==> config.mk <==
export PLATFORM = sky130hd
export DESIGN_NAME = dee_access_top
export DESIGN_NICKNAME = d
export VERILOG_FILES = /design/src/dee_pkg.sv /design/src/dee_access_top.sv /design/src/dee_mem.sv /design/src/dee_unlock.sv
export VERILOG_INCLUDE_DIRS = /design/src
export SDC_FILE = /design/constraint.sdc
export NUM_CORES = 1
export LEC_CHECK = 0
export BUFFER_PORTS_ARGS = -buffer_cell sky130_fd_sc_hd__buf_2
export CORE_ASPECT_RATIO = 0.9
export CORE_MARGIN = 3
export CORE_UTILIZATION = 23
export CTS_BUF_LIST = sky130_fd_sc_hd__clkbuf_8
export CTS_CLUSTER_SIZE = 40
export DETAILED_ROUTE_END_ITERATION = 8
export GPL_ROUTABILITY_DRIVEN = 0
export PLACE_DENSITY_LB_ADDON = 0.3
export SYNTH_ARGS = -nofsm -noshare
export SYNTH_HDL_FRONTEND = slang
export SYNTH_SLANG_ARGS = --single-unit
==> constraint.sdc <==
create_clock -name clk -period 3.3 [get_ports clk]
set_clock_uncertainty 0.2 [all_clocks]
set_input_delay 0.165 -clock clk [delete_from_list [all_inputs] [get_ports clk]]
set_output_delay 0.165 -clock clk [all_outputs]
set_load 0.005 [all_outputs]
==> src/dee_defines.svh <==
// Purpose: Constants for the data EEPROM access block
// Assumes: 20 MHz clock, APB register indices times four give byte addresses
// Notes: Types live in dee_pkg
`ifndef DEE_DEFINES_SVH
`define DEE_DEFINES_SVH

`define DEE_PADDR_W 12
`define DEE_IDX_FLAGS 8'h0c
`define DEE_IDX_DATA 8'h9a
`define DEE_IDX_ADDR 8'h9b
`define DEE_IDX_CTRL 8'h9c
`define DEE_IDX_UNLOCK 8'h9d
`define DEE_KEY_FIRST 8'h55
`define DEE_KEY_SECOND 8'haa
`define DEE_CTRL_RD 0
`define DEE_CTRL_WR 1
`define DEE_CTRL_PERMIT 2
`define DEE_CTRL_ABORT 3
`define DEE_FLAGS_DONE 7
`define DEE_BYTE_RST 8'h00
`define DEE_ADDR_RST 7'h00
`define DEE_MEM_DEPTH 128
`define DEE_SEQ_GAP_CYC 4'h2
`define DEE_CLK_KHZ 20000
`define DEE_CLK_MHZ 20
`define DEE_POWERUP_MS 72
`define DEE_WRITE_US 5

`endif

==> src/dee_pkg.sv <==
// Purpose: Shared types of the data EEPROM access block
// Assumes: Nothing beyond the defines header
// Notes: Unlock sequence states only
`default_nettype none
package dee_pkg;
	typedef enum logic [1:0] {
		DEE_SEQ_IDLE = 2'b00,
		DEE_SEQ_GOT_FIRST = 2'b01,
		DEE_SEQ_GOT_SECOND = 2'b10
	} dee_seq_t;
endpackage
`default_nettype wire

==> src/dee_access_top.sv <==
// Purpose: APB register front end and write control of the data EEPROM
// Assumes: rst is the power-on reset, warm_reset an external or watchdog reset
// Notes: Zero wait states, every transfer answers in its first access cycle
//
// The APB register port was chosen for this implementation.
`timescale 1ns/1ps
`default_nettype none
`include "dee_defines.svh"
module dee_access_top #(
	parameter int POWERUP_CYCLES = `DEE_POWERUP_MS * `DEE_CLK_KHZ,
	parameter int WRITE_CYCLES = `DEE_WRITE_US * `DEE_CLK_MHZ
) (
	// System
	input wire logic clk,
	input wire logic rst,
	input wire logic warm_reset,
	input wire logic data_protect_fuse,
	// APB slave
	input wire logic psel,
	input wire logic penable,
	input wire logic pwrite,
	input wire logic [`DEE_PADDR_W-1:0] paddr,
	input wire logic [31:0] pwdata,
	output logic [31:0] prdata,
	output logic pready,
	output logic pslverr,
	// Status
	output logic write_done_flag,
	output logic prog_access_ok
);
	logic wr_acc;
	logic setup_rd;
	logic mapped;
	logic flags_wr;
	logic data_wr;
	logic addr_wr;
	logic ctrl_wr;
	logic unlock_wr;
	logic rd_start;
	logic seq_start;
	logic wr_start;
	logic wr_end;
	logic rd_pend;
	logic wr_bit;
	logic permit;
	logic abort_flag;
	logic powerup_done;
	logic [31:0] powerup_cnt;
	logic [31:0] wcnt;
	logic [7:0] data_reg;
	logic [6:0] addr_reg;
	logic [6:0] wr_addr;
	logic [7:0] wr_data;
	logic [7:0] mem_rdata;
	logic [31:0] next_prdata;

	function automatic logic dee_hit(input logic [`DEE_PADDR_W-1:0] a, input logic [7:0] idx);
		dee_hit = (a == {2'b00, idx, 2'b00});
	endfunction

	assign mapped = dee_hit(paddr, `DEE_IDX_FLAGS) || dee_hit(paddr, `DEE_IDX_DATA)
		|| dee_hit(paddr, `DEE_IDX_ADDR) || dee_hit(paddr, `DEE_IDX_CTRL)
		|| dee_hit(paddr, `DEE_IDX_UNLOCK);

	// A write takes effect only at the edge that completes the transfer
	assign wr_acc = psel && penable && pready && pwrite && !pslverr;
	assign setup_rd = psel && !penable && !pwrite;
	assign flags_wr = wr_acc && dee_hit(paddr, `DEE_IDX_FLAGS);
	assign data_wr = wr_acc && dee_hit(paddr, `DEE_IDX_DATA);
	assign addr_wr = wr_acc && dee_hit(paddr, `DEE_IDX_ADDR);
	assign ctrl_wr = wr_acc && dee_hit(paddr, `DEE_IDX_CTRL);
	assign unlock_wr = wr_acc && dee_hit(paddr, `DEE_IDX_UNLOCK);

	assign rd_start = ctrl_wr && pwdata[`DEE_CTRL_RD] && !rd_pend && !warm_reset;
	// Old permit value gates the trigger, so one write cannot both enable and start
	assign wr_start = seq_start && permit && powerup_done && !wr_bit && !warm_reset;
	assign wr_end = wr_bit && (wcnt == 32'(WRITE_CYCLES - 1)) && !warm_reset;

	dee_unlock u_unlock (
		.clk(clk),
		.rst(rst),
		.clear(warm_reset),
		.any_wr(wr_acc),
		.key_wr(unlock_wr),
		.key(pwdata[7:0]),
		.trig_wr(ctrl_wr && pwdata[`DEE_CTRL_WR]),
		.start(seq_start)
	);

	// Write uses the address and data latched at start
	dee_mem u_mem (
		.clk(clk),
		.we(wr_end),
		.waddr(wr_addr),
		.wdata(wr_data),
		.re(rd_start),
		.raddr(addr_reg),
		.rdata(mem_rdata)
	);

	// Read mux; bypass covers a read right after the trigger
	always_comb begin
		next_prdata = 32'h0;
		if (dee_hit(paddr, `DEE_IDX_FLAGS)) begin
			next_prdata[`DEE_FLAGS_DONE] = write_done_flag;
		end
		if (dee_hit(paddr, `DEE_IDX_DATA)) begin
			next_prdata[7:0] = rd_pend ? mem_rdata : data_reg;
		end
		if (dee_hit(paddr, `DEE_IDX_ADDR)) begin
			next_prdata[6:0] = addr_reg;
		end
		if (dee_hit(paddr, `DEE_IDX_CTRL)) begin
			next_prdata[`DEE_CTRL_RD] = rd_pend;
			next_prdata[`DEE_CTRL_WR] = wr_bit;
			next_prdata[`DEE_CTRL_PERMIT] = permit;
			next_prdata[`DEE_CTRL_ABORT] = abort_flag;
		end
		// Unlock index falls through as all zero
	end

	// Bus answer, registered so outputs come from flops
	always_ff @(posedge clk) begin
		if (rst) begin
			pready <= 1'b0;
			pslverr <= 1'b0;
			prdata <= 32'h0;
		end else begin
			pready <= psel && !penable;
			pslverr <= psel && !penable && !mapped;
			prdata <= setup_rd ? next_prdata : 32'h0;
		end
	end

	// Power-up timer, started only by the power-on reset
	always_ff @(posedge clk) begin
		if (rst) begin
			powerup_cnt <= 32'h0;
			powerup_done <= 1'b0;
		end else if (!powerup_done) begin
			powerup_cnt <= powerup_cnt + 32'h1;
			powerup_done <= (powerup_cnt >= 32'(POWERUP_CYCLES - 1));
		end
	end

	always_ff @(posedge clk) begin
		if (rst || warm_reset) begin
			data_reg <= `DEE_BYTE_RST;
		end else if (rd_pend) begin
			data_reg <= mem_rdata;
		end else if (data_wr) begin
			data_reg <= pwdata[7:0];
		end
	end

	always_ff @(posedge clk) begin
		if (rst || warm_reset) begin
			addr_reg <= `DEE_ADDR_RST;
		end else if (addr_wr) begin
			addr_reg <= pwdata[6:0];
		end
	end

	// Read trigger lives one cycle; software writes of zero do nothing
	always_ff @(posedge clk) begin
		if (rst || warm_reset) begin
			rd_pend <= 1'b0;
		end else begin
			rd_pend <= rd_start;
		end
	end

	always_ff @(posedge clk) begin
		if (rst || warm_reset) begin
			permit <= 1'b0;
		end else if (ctrl_wr) begin
			permit <= pwdata[`DEE_CTRL_PERMIT];
		end
	end

	// Abort set wins over a software clear
	always_ff @(posedge clk) begin
		if (rst) begin
			abort_flag <= 1'b0;
		end else if (warm_reset && wr_bit) begin
			abort_flag <= 1'b1;
		end else if (ctrl_wr) begin
			abort_flag <= pwdata[`DEE_CTRL_ABORT];
		end
	end

	// Self-timed write; permit is not looked at once running
	always_ff @(posedge clk) begin
		if (rst || warm_reset) begin
			wr_bit <= 1'b0;
			wcnt <= 32'h0;
		end else if (wr_start) begin
			wr_bit <= 1'b1;
			wcnt <= 32'h0;
		end else if (wr_end) begin
			wr_bit <= 1'b0;
		end else if (wr_bit) begin
			wcnt <= wcnt + 32'h1;
		end
	end

	always_ff @(posedge clk) begin
		if (rst) begin
			wr_addr <= `DEE_ADDR_RST;
			wr_data <= `DEE_BYTE_RST;
		end else if (wr_start) begin
			wr_addr <= addr_reg;
			wr_data <= data_reg;
		end
	end

	// Completion set wins over a software clear in the same cycle
	always_ff @(posedge clk) begin
		if (rst || warm_reset) begin
			write_done_flag <= 1'b0;
		end else if (wr_end) begin
			write_done_flag <= 1'b1;
		end else if (flags_wr) begin
			write_done_flag <= pwdata[`DEE_FLAGS_DONE];
		end
	end

	// Fuse only closes the programmer path; CPU access is untouched
	always_ff @(posedge clk) begin
		if (rst) begin
			prog_access_ok <= 1'b0;
		end else begin
			prog_access_ok <= data_protect_fuse;
		end
	end

	property p_read_next;
		@(posedge clk) disable iff (rst)
		rd_start ##1 !warm_reset |=> data_reg == $past(mem_rdata);
	endproperty
	a_read_next: assert property (p_read_next) else $error("read byte not loaded next cycle");

	property p_data_hold;
		@(posedge clk) disable iff (rst)
		!rd_pend && !data_wr && !warm_reset |=> $stable(data_reg);
	endproperty
	a_data_hold: assert property (p_data_hold) else $error("data register changed on its own");

	property p_start_gate;
		@(posedge clk) disable iff (rst)
		$rose(wr_bit) |-> $past(permit) && $past(powerup_done) && $past(seq_start);
	endproperty
	a_start_gate: assert property (p_start_gate) else $error("write started while not allowed");

	property p_permit_kept;
		@(posedge clk) disable iff (rst)
		permit && !ctrl_wr && !warm_reset |=> permit;
	endproperty
	a_permit_kept: assert property (p_permit_kept) else $error("permit cleared by hardware");

	property p_write_runs;
		@(posedge clk) disable iff (rst)
		$fell(wr_bit) && !$past(warm_reset) |-> $past(wcnt) == 32'(WRITE_CYCLES - 1);
	endproperty
	a_write_runs: assert property (p_write_runs) else $error("write ended early");

	property p_done_set;
		@(posedge clk) disable iff (rst)
		wr_end |=> !wr_bit && write_done_flag;
	endproperty
	a_done_set: assert property (p_done_set) else $error("write end did not flag done");

	property p_done_hold;
		@(posedge clk) disable iff (rst)
		write_done_flag && !flags_wr && !warm_reset |=> write_done_flag;
	endproperty
	a_done_hold: assert property (p_done_hold) else $error("done flag dropped by itself");

	property p_powerup_block;
		@(posedge clk) disable iff (rst)
		!powerup_done |-> !wr_start ##1 !wr_bit;
	endproperty
	a_powerup_block: assert property (p_powerup_block) else $error("write during power-up delay");

	property p_trig_clear;
		@(posedge clk) disable iff (rst)
		wr_bit && !wr_end && !warm_reset |=> wr_bit;
	endproperty
	a_trig_clear: assert property (p_trig_clear) else $error("write trigger cleared early");

	property p_abort;
		@(posedge clk) disable iff (rst)
		warm_reset && wr_bit |=> abort_flag && !wr_bit;
	endproperty
	a_abort: assert property (p_abort) else $error("abort not flagged");

	property p_addr_msb;
		@(posedge clk) disable iff (rst)
		setup_rd && dee_hit(paddr, `DEE_IDX_ADDR) |=> prdata[7] == 1'b0;
	endproperty
	a_addr_msb: assert property (p_addr_msb) else $error("address bit 7 not ignored");

	property p_unlock_zero;
		@(posedge clk) disable iff (rst)
		setup_rd && dee_hit(paddr, `DEE_IDX_UNLOCK) |=> prdata == 32'h0 && pready;
	endproperty
	a_unlock_zero: assert property (p_unlock_zero) else $error("unlock register read nonzero");

	property p_rd_clear;
		@(posedge clk) disable iff (rst)
		rd_pend |=> !rd_pend;
	endproperty
	a_rd_clear: assert property (p_rd_clear) else $error("read trigger not cleared by hardware");

	property p_unlock_nostore;
		@(posedge clk) disable iff (rst)
		unlock_wr && !warm_reset |=> $stable(addr_reg) && $stable(permit);
	endproperty
	a_unlock_nostore: assert property (p_unlock_nostore) else $error("unlock write stored a value");

	property p_permit_power;
		@(posedge clk)
		rst |=> !permit;
	endproperty
	a_permit_power: assert property (p_permit_power) else $error("permit set after power-up");

	property p_fuse_follow;
		@(posedge clk) disable iff (rst)
		!$past(rst) |-> prog_access_ok == $past(data_protect_fuse);
	endproperty
	a_fuse_follow: assert property (p_fuse_follow) else $error("fuse level not followed");

	property p_latch_target;
		@(posedge clk) disable iff (rst)
		wr_start |=> wr_addr == $past(addr_reg) && wr_data == $past(data_reg);
	endproperty
	a_latch_target: assert property (p_latch_target) else $error("write target not latched");

	property p_done_clear;
		@(posedge clk) disable iff (rst)
		flags_wr && !pwdata[`DEE_FLAGS_DONE] && !wr_end |=> !write_done_flag;
	endproperty
	a_done_clear: assert property (p_done_clear) else $error("done flag not cleared by software");

	property p_count_restart;
		@(posedge clk) disable iff (rst)
		$rose(wr_bit) |-> wcnt == 32'h0;
	endproperty
	a_count_restart: assert property (p_count_restart) else $error("write counter not restarted");
endmodule
`default_nettype wire

==> src/dee_mem.sv <==
// Purpose: 128 x 8 data array with registered read
// Assumes: One write and one read port
// Notes: Array has no reset, like real cells
`timescale 1ns/1ps
`default_nettype none
`include "dee_defines.svh"
module dee_mem (
	// Clock
	input wire logic clk,
	// Write port
	input wire logic we,
	input wire logic [6:0] waddr,
	input wire logic [7:0] wdata,
	// Read port
	input wire logic re,
	input wire logic [6:0] raddr,
	output logic [7:0] rdata
);
	logic [7:0] cells [0:`DEE_MEM_DEPTH-1];

	always_ff @(posedge clk) begin
		if (we) begin
			cells[waddr] <= wdata;
		end
	end

	always_ff @(posedge clk) begin
		if (re) begin
			rdata <= cells[raddr];
		end
	end
endmodule
`default_nettype wire

==> src/dee_unlock.sv <==
// Purpose: Unlock sequence tracker with exact cycle spacing
// Assumes: any_wr pulses once per completed bus write
// Notes: Any other write between steps restarts the sequence
`timescale 1ns/1ps
`default_nettype none
`include "dee_defines.svh"
module dee_unlock (
	// Clock and reset
	input wire logic clk,
	input wire logic rst,
	input wire logic clear,
	// Completed bus writes
	input wire logic any_wr,
	input wire logic key_wr,
	input wire logic [7:0] key,
	input wire logic trig_wr,
	// Sequence result
	output logic start
);
	dee_pkg::dee_seq_t state, next_state;
	logic [3:0] gap;
	logic gap_ok;

	assign gap_ok = (gap == `DEE_SEQ_GAP_CYC - 4'h1);
	assign start = (state == dee_pkg::DEE_SEQ_GOT_SECOND) && any_wr && trig_wr && gap_ok;

	// Key writes decode only, nothing is stored
	always_comb begin
		next_state = state;
		if (any_wr) begin
			unique case (state)
				dee_pkg::DEE_SEQ_GOT_FIRST: begin
					if (key_wr && key == `DEE_KEY_SECOND && gap_ok) begin
						next_state = dee_pkg::DEE_SEQ_GOT_SECOND;
					end else if (key_wr && key == `DEE_KEY_FIRST) begin
						next_state = dee_pkg::DEE_SEQ_GOT_FIRST;
					end else begin
						next_state = dee_pkg::DEE_SEQ_IDLE;
					end
				end
				dee_pkg::DEE_SEQ_IDLE, dee_pkg::DEE_SEQ_GOT_SECOND: begin
					if (key_wr && key == `DEE_KEY_FIRST) begin
						next_state = dee_pkg::DEE_SEQ_GOT_FIRST;
					end else begin
						next_state = dee_pkg::DEE_SEQ_IDLE;
					end
				end
				default: next_state = dee_pkg::DEE_SEQ_IDLE;
			endcase
		end
	end

	always_ff @(posedge clk) begin
		if (rst || clear) begin
			state <= dee_pkg::DEE_SEQ_IDLE;
		end else begin
			state <= next_state;
		end
	end

	// Cycles since the last completed write, saturating
	always_ff @(posedge clk) begin
		if (rst || clear || any_wr) begin
			gap <= 4'h0;
		end else if (gap != 4'hf) begin
			gap <= gap + 4'h1;
		end
	end

	property p_seq_order;
		@(posedge clk) disable iff (rst)
		start |-> $past(key_wr, 2) && $past(key, 2) == `DEE_KEY_SECOND
			&& $past(key_wr, 4) && $past(key, 4) == `DEE_KEY_FIRST;
	endproperty
	a_seq_order: assert property (p_seq_order) else $error("start without exact unlock order");

	property p_seq_gap;
		@(posedge clk) disable iff (rst)
		start |-> !$past(any_wr, 1) && !$past(any_wr, 3);
	endproperty
	a_seq_gap: assert property (p_seq_gap) else $error("start with wrong step spacing");
endmodule
`default_nettype wire

[Word level (Yosys, flattened, before mapping)]
Memories as Yosys holds them, arrays and structs flattened. A register that Yosys moved wholly into a read port is not among the register bits.
Index checks and enable logic that the tools add are counted.
Cells by class
  $add $sub $neg: 3
  order comparisons: 1
  equal/unequal tests: 12
  multiplexer cells: 19
  bitwise operators: 2
  reduce and logical (&&, ||, !) cells: 51
Operators with widths (count)
  adder 32 x 1 -> 32 bit, second input constant: 2
  == test 12 x 10 -> 1 bit, second input constant: 4
  == test 32 x 7 -> 1 bit, second input constant: 1
  >= comparator 32 x 21 -> 1 bit, second input constant: 1
  two-way mux 8 bit: 4
  logical AND 1 bit: 29
  == test 12 x 6 -> 1 bit, second input constant: 1
  two-way mux 1 bit: 11
  == test 8 x 7 -> 1 bit, second input constant: 1
  == test 8 bit, second input constant: 1
  nonzero test 2 bit: 4
  logical NOT 1 bit: 7
  two-way mux 7 bit: 1
  logical OR 1 bit: 6
  OR reduction 2 bit: 3
  adder 4 x 1 -> 4 bit, second input constant: 1
  == test 4 x 1 -> 1 bit, second input constant: 1
  two-way mux 4 bit: 1
  inequality test 4 bit, second input constant: 1
  one-hot mux 2 bit (2 select lines): 1
  == test 2 x 1 -> 1 bit, second input constant: 1
  == test 2 bit, second input constant: 1
  logical NOT 2 bit: 1
  two-way mux 2 bit: 1
  2 further kinds: 3
Word-level totals
  flip-flop bits (word level): 141
  bits in writable memories: 1024
  output and inout port bits: 36
  logic and storage cells: 108
  memories: 1
Memories
  u_mem.cells: words 128, width 8, read ports 1, clocked after memory_dff 1, write ports 1, line dee_mem.sv:19  | logic [7:0] cells [0:`DEE_MEM_DEPTH-1];

[Longest topological paths before layout]
  depth in word-level cells: 13
  depth in mapped cells: 9

[Hierarchy]
From an unflattened synthesis, not the netlist that was laid out.
Unflattened totals
  cell total of the unflattened synthesis: 2268
  area total of the unflattened synthesis: 45326.0 µm²
By module, submodules not included
  dee_mem: instances 1, cells an instance 1635, area each 39745.6 µm², sequential area each 30989.7 µm²
  dee_access_top: instances 1, cells an instance 594, area each 5235.0 µm², sequential area each 2222.1 µm²
  dee_unlock: instances 1, cells an instance 39, area each 345.3 µm², sequential area each 120.1 µm²

[Worst setup path after synthesis]
OpenSTA, ideal clock, no wires.
  path kind: reg2reg
  start: register addr_reg[2]
  end: register u_mem.rdata[0] (read register of u_mem.cells), data pin
  library setup time: 0.260 ns
  data arrival time: 2.664 ns
  slack: 0.176 ns
  cell stages (with the launch flop): 8
  period minus slack after synthesis: 3.124 ns
  cells stage by stage: dfxtp_1 clkbuf_1 clkbuf_1 buf_1 mux4_2 mux4_2 mux4_2 mux2_2
RTL lines
  start: declaration: line dee_access_top.sv:51  | logic [6:0] addr_reg;
  start signal: assignment: line dee_access_top.sv:158  | addr_reg <= `DEE_ADDR_RST;
  start signal: assignment: line dee_access_top.sv:160  | addr_reg <= pwdata[6:0];
  end: declaration: line dee_mem.sv:17  | output logic [7:0] rdata

==> flow_metrics.env <==
export IMPL_combinationalPowerShare=0.005
export IMPL_seq_area_frac_synth=0.738
export IMPL_period_minus_slack_ns=3.29
export IMPL_largest_register="u_mem.cells"
export IMPL_portBuffers=38
export IMPL_overflow=0
export IMPL_post_route_period_util=0.996
export IMPL_power_density_nw_per_um2=496
export IMPL_layout_commonest_cell="edfxtp_1"
export IMPL_cts_clk_slew_worst_paths_ns=0.06
export IMPL_final_cell_count_no_fill=5413
export IMPL_synth_seq_cells=1149
export IMPL_antenna_found_initial=4
export IMPL_routed_wl_mm=116
export IMPL_top_regs="u_mem.cells x1024, powerup_cnt x32, wcnt x32"
export IMPL_cts_buffer_depth=3
export IMPL_wl_per_cell_um=21.4
export IMPL_antenna_left=0
export IMPL_io_pins=87
export IMPL_crit_buf_inv=3
export IMPL_cts_tree="built"
export IMPL_num_vias=23100
export IMPL_clk_latency_ns=0.86
export IMPL_slowest_stage="mux4_2"
export IMPL_max_freq_ghz=0.304
export IMPL_tns_ns=0
export IMPL_die_area_um2=202000
export IMPL_switchingPower_uw=5750
export IMPL_rows=153
export IMPL_vias_per_cell=4.26
export IMPL_outcome="finished clean"
export IMPL_dr_pass1_iters=8
export IMPL_postSynth_asyncResetShare=0
export IMPL_drtIter0Drc=1591
export IMPL_hold_violations=0
export IMPL_tightest_slew_ns=0.849
export IMPL_setup_viol=0
export IMPL_clkSinkCount=1149
export IMPL_power_internal_uw=21400
export IMPL_r2r_slack_ns=0.01
export IMPL_nets=2759
export IMPL_critPathCaptureType="register"
export IMPL_drive_above_1_share=0.320
export IMPL_largest_reg_flops=1024
export IMPL_start_kind="register"
export IMPL_path_cells="buf_12, buf_12, buf_12, mux4_2, mux4_2, mux4_2, mux2_4"
export IMPL_ys_types=52
export IMPL_arrival_ns=3.70
export IMPL_final_fill_count=19200
export IMPL_power_frac_clock=0.421
export IMPL_fp_dieH_um=426
export IMPL_hp_class="input port to register"
export IMPL_max_stage_delay_ns=0.56
export IMPL_maxSlewViolCount=0
export IMPL_final_cell_mix="1032 x edfxtp_1, 336 x mux4_2, 232 x nor2_1"
export IMPL_start_util=0.233
export IMPL_yosys_warnings=0
export IMPL_maxCapViolations=0
export IMPL_multi_input_area_um2=11200
export IMPL_ys_flop_type="edfxtp_1"
export IMPL_grt_usage=0.113
export IMPL_critPathTopFamily="multiplexers"
export IMPL_synth_area_um2=45200
export IMPL_crit_required_ns=3.71
export IMPL_cts_buffers=188
export IMPL_syn_avg_cell_area_um2=20.1
export IMPL_placed_area_um2=50300
export IMPL_synth_edf_count=1032
export IMPL_slew_headroom=0.434
export IMPL_p_leak_uw=0.0197
export IMPL_seqPwrFrac=0.574
export IMPL_path_max_fanout=8
export IMPL_clockRootBuffer="clkbuf_8"
export IMPL_grt_pass1_vias=24000
export IMPL_drc=0
export IMPL_dpl_hpwl_mm=69.2
export IMPL_cts_max_level=4
export IMPL_coreArea_um2=194000
export IMPL_design_area_um2=54900
export IMPL_grt_max_degree=118
export IMPL_die_x_um=473
export IMPL_area_growth_synth_to_final_pct=21.5
export IMPL_place_inst=4984
export IMPL_rsz0062_at_grt="true"
export IMPL_grt_pass1_wl_mm=168
export IMPL_worstSetupPathType="register to register"
export IMPL_regArea_um2=33400
export IMPL_synthCells=2251
export IMPL_swShare=0.211
export IMPL_vdd_ir_drop_max_mv=0.385
==> power groups by stage <==
stage               logic [µW]  registers, µW  clock network [µW]
global route               145          15600               12600
finish                     132          15600               11400
CTS                        132          15600               11900
global placement          88.0          15900                   0
detailed placement        88.6          15900                   0
floorplan                 65.4          15900                   0
==> worst paths after layout <==
kind,start,to,depth (start not counted)
max,addr_reg[0]$_SDFFE_PP0P_,u_mem.rdata[1]$_DFFE_PP_,7
min,paddr[3],wcnt[6]$_SDFFE_PP0P_,7
max reg2reg,addr_reg[0]$_SDFFE_PP0P_,u_mem.rdata[1]$_DFFE_PP_,7
min reg2reg,wcnt[31]$_SDFFE_PP0P_,wcnt[31]$_SDFFE_PP0P_,2
==> synthesized netlist by cell type, types with 3 or more instances <==
library cell,number,area share
a211oi_1,12,0.0020
a21oi_1,22,0.0024
a22oi_1,5,0.00083
and2_1,3,0.00042
and3_1,5,0.00069
and4_1,9,0.0017
and4b_1,3,0.00067
buf_1,11,0.00091
buf_2,26,0.0029
buf_4,25,0.0042
buf_6,3,0.00075
clkbuf_1,72,0.0060
dfxtp_1,117,0.052
edfxtp_1,1032,0.69
ha_1,4,0.0011
inv_1,13,0.0011
mux2_2,16,0.0040
mux2i_1,33,0.0073
mux4_2,336,0.17
nand2_1,41,0.0034
nand3_1,37,0.0041
nand3b_1,3,0.00050
nand4_1,18,0.0025
nor2_1,232,0.019
nor2b_1,10,0.0014
nor3_1,18,0.0020
nor3b_1,3,0.00050
nor4_1,26,0.0036
nor4b_1,6,0.0012
nor4bb_1,3,0.00067
o21ai_0,16,0.0018
or2_2,3,0.00042
or3_1,17,0.0024
or4_1,4,0.00067
xnor2_1,40,0.0078
xor2_1,8,0.0016
==> cell families after synthesis <==
logic type	share of synthesized area
compound gates	0.00895
xor+xnor	0.00931
fa+ha+maj	0.00111
buf+inv	0.0158
flops	0.738
mux	0.179
other cells	0.0000830
simple gates	0.0476
==> worst min-delay path, cell delays in order <==
cell	delay, ns
buf_2	0.11
nor4bb_1	0.07
nor4b_2	0.20
nand3_1	0.09
nand2_1	0.06
buf_4	0.23
nor2_1	0.13
==> timing repair <==
action / 4_1_cts / 5_1_grt
cloned: 2 / 8
hold buffers: 67 / 0
endpoints found under the setup margin: 5 / 14
pin swaps: 0 / 0
resized for setup: 3 / 16
setup buffers: 5 / 6
hold endpoints to repair: 125 / 0
==> stage by stage <==
stage          hold WS (ns)  utilization  setup WS, ns  power [µW]
2_1_floorplan        0.0658            -         0.176       16000
3_3_place_gp          0.182        0.259       -0.0194       16000
3_5_place_dp          0.178        0.259       -0.0208       16000
4_1_cts              0.0109        0.281      0.000898       27600
5_1_grt              0.0280        0.283       -0.0283       28300
6_report             0.0341        0.283        0.0131       27200
==> metal layers <==
metal | wire (µm) | share of wire | track usage | vias up
met1 | 53200 | 0.46 | 0.158 | 12200
met2 | 55300 | 0.48 | 0.181 | 581
met5 | 0 | 0 | 0 | -
li1 | - | - | - | 10100
met4 | 2140 | 0.018 | 0.0333 | 0
met3 | 5340 | 0.046 | 0.0199 | 156
==> layout make-up <==
class,count,area share
Tap cell,2557,0.0583
Antenna cell,1,0.0000456
Multi-Input combinational cell,974,0.204
Sequential cell,1149,0.608
Clock inverter,147,0.0138
Clock buffer,194,0.0487
Inverter,14,0.000958
Timing Repair Buffer,377,0.0655
Power figures use the tool's default switching activity.
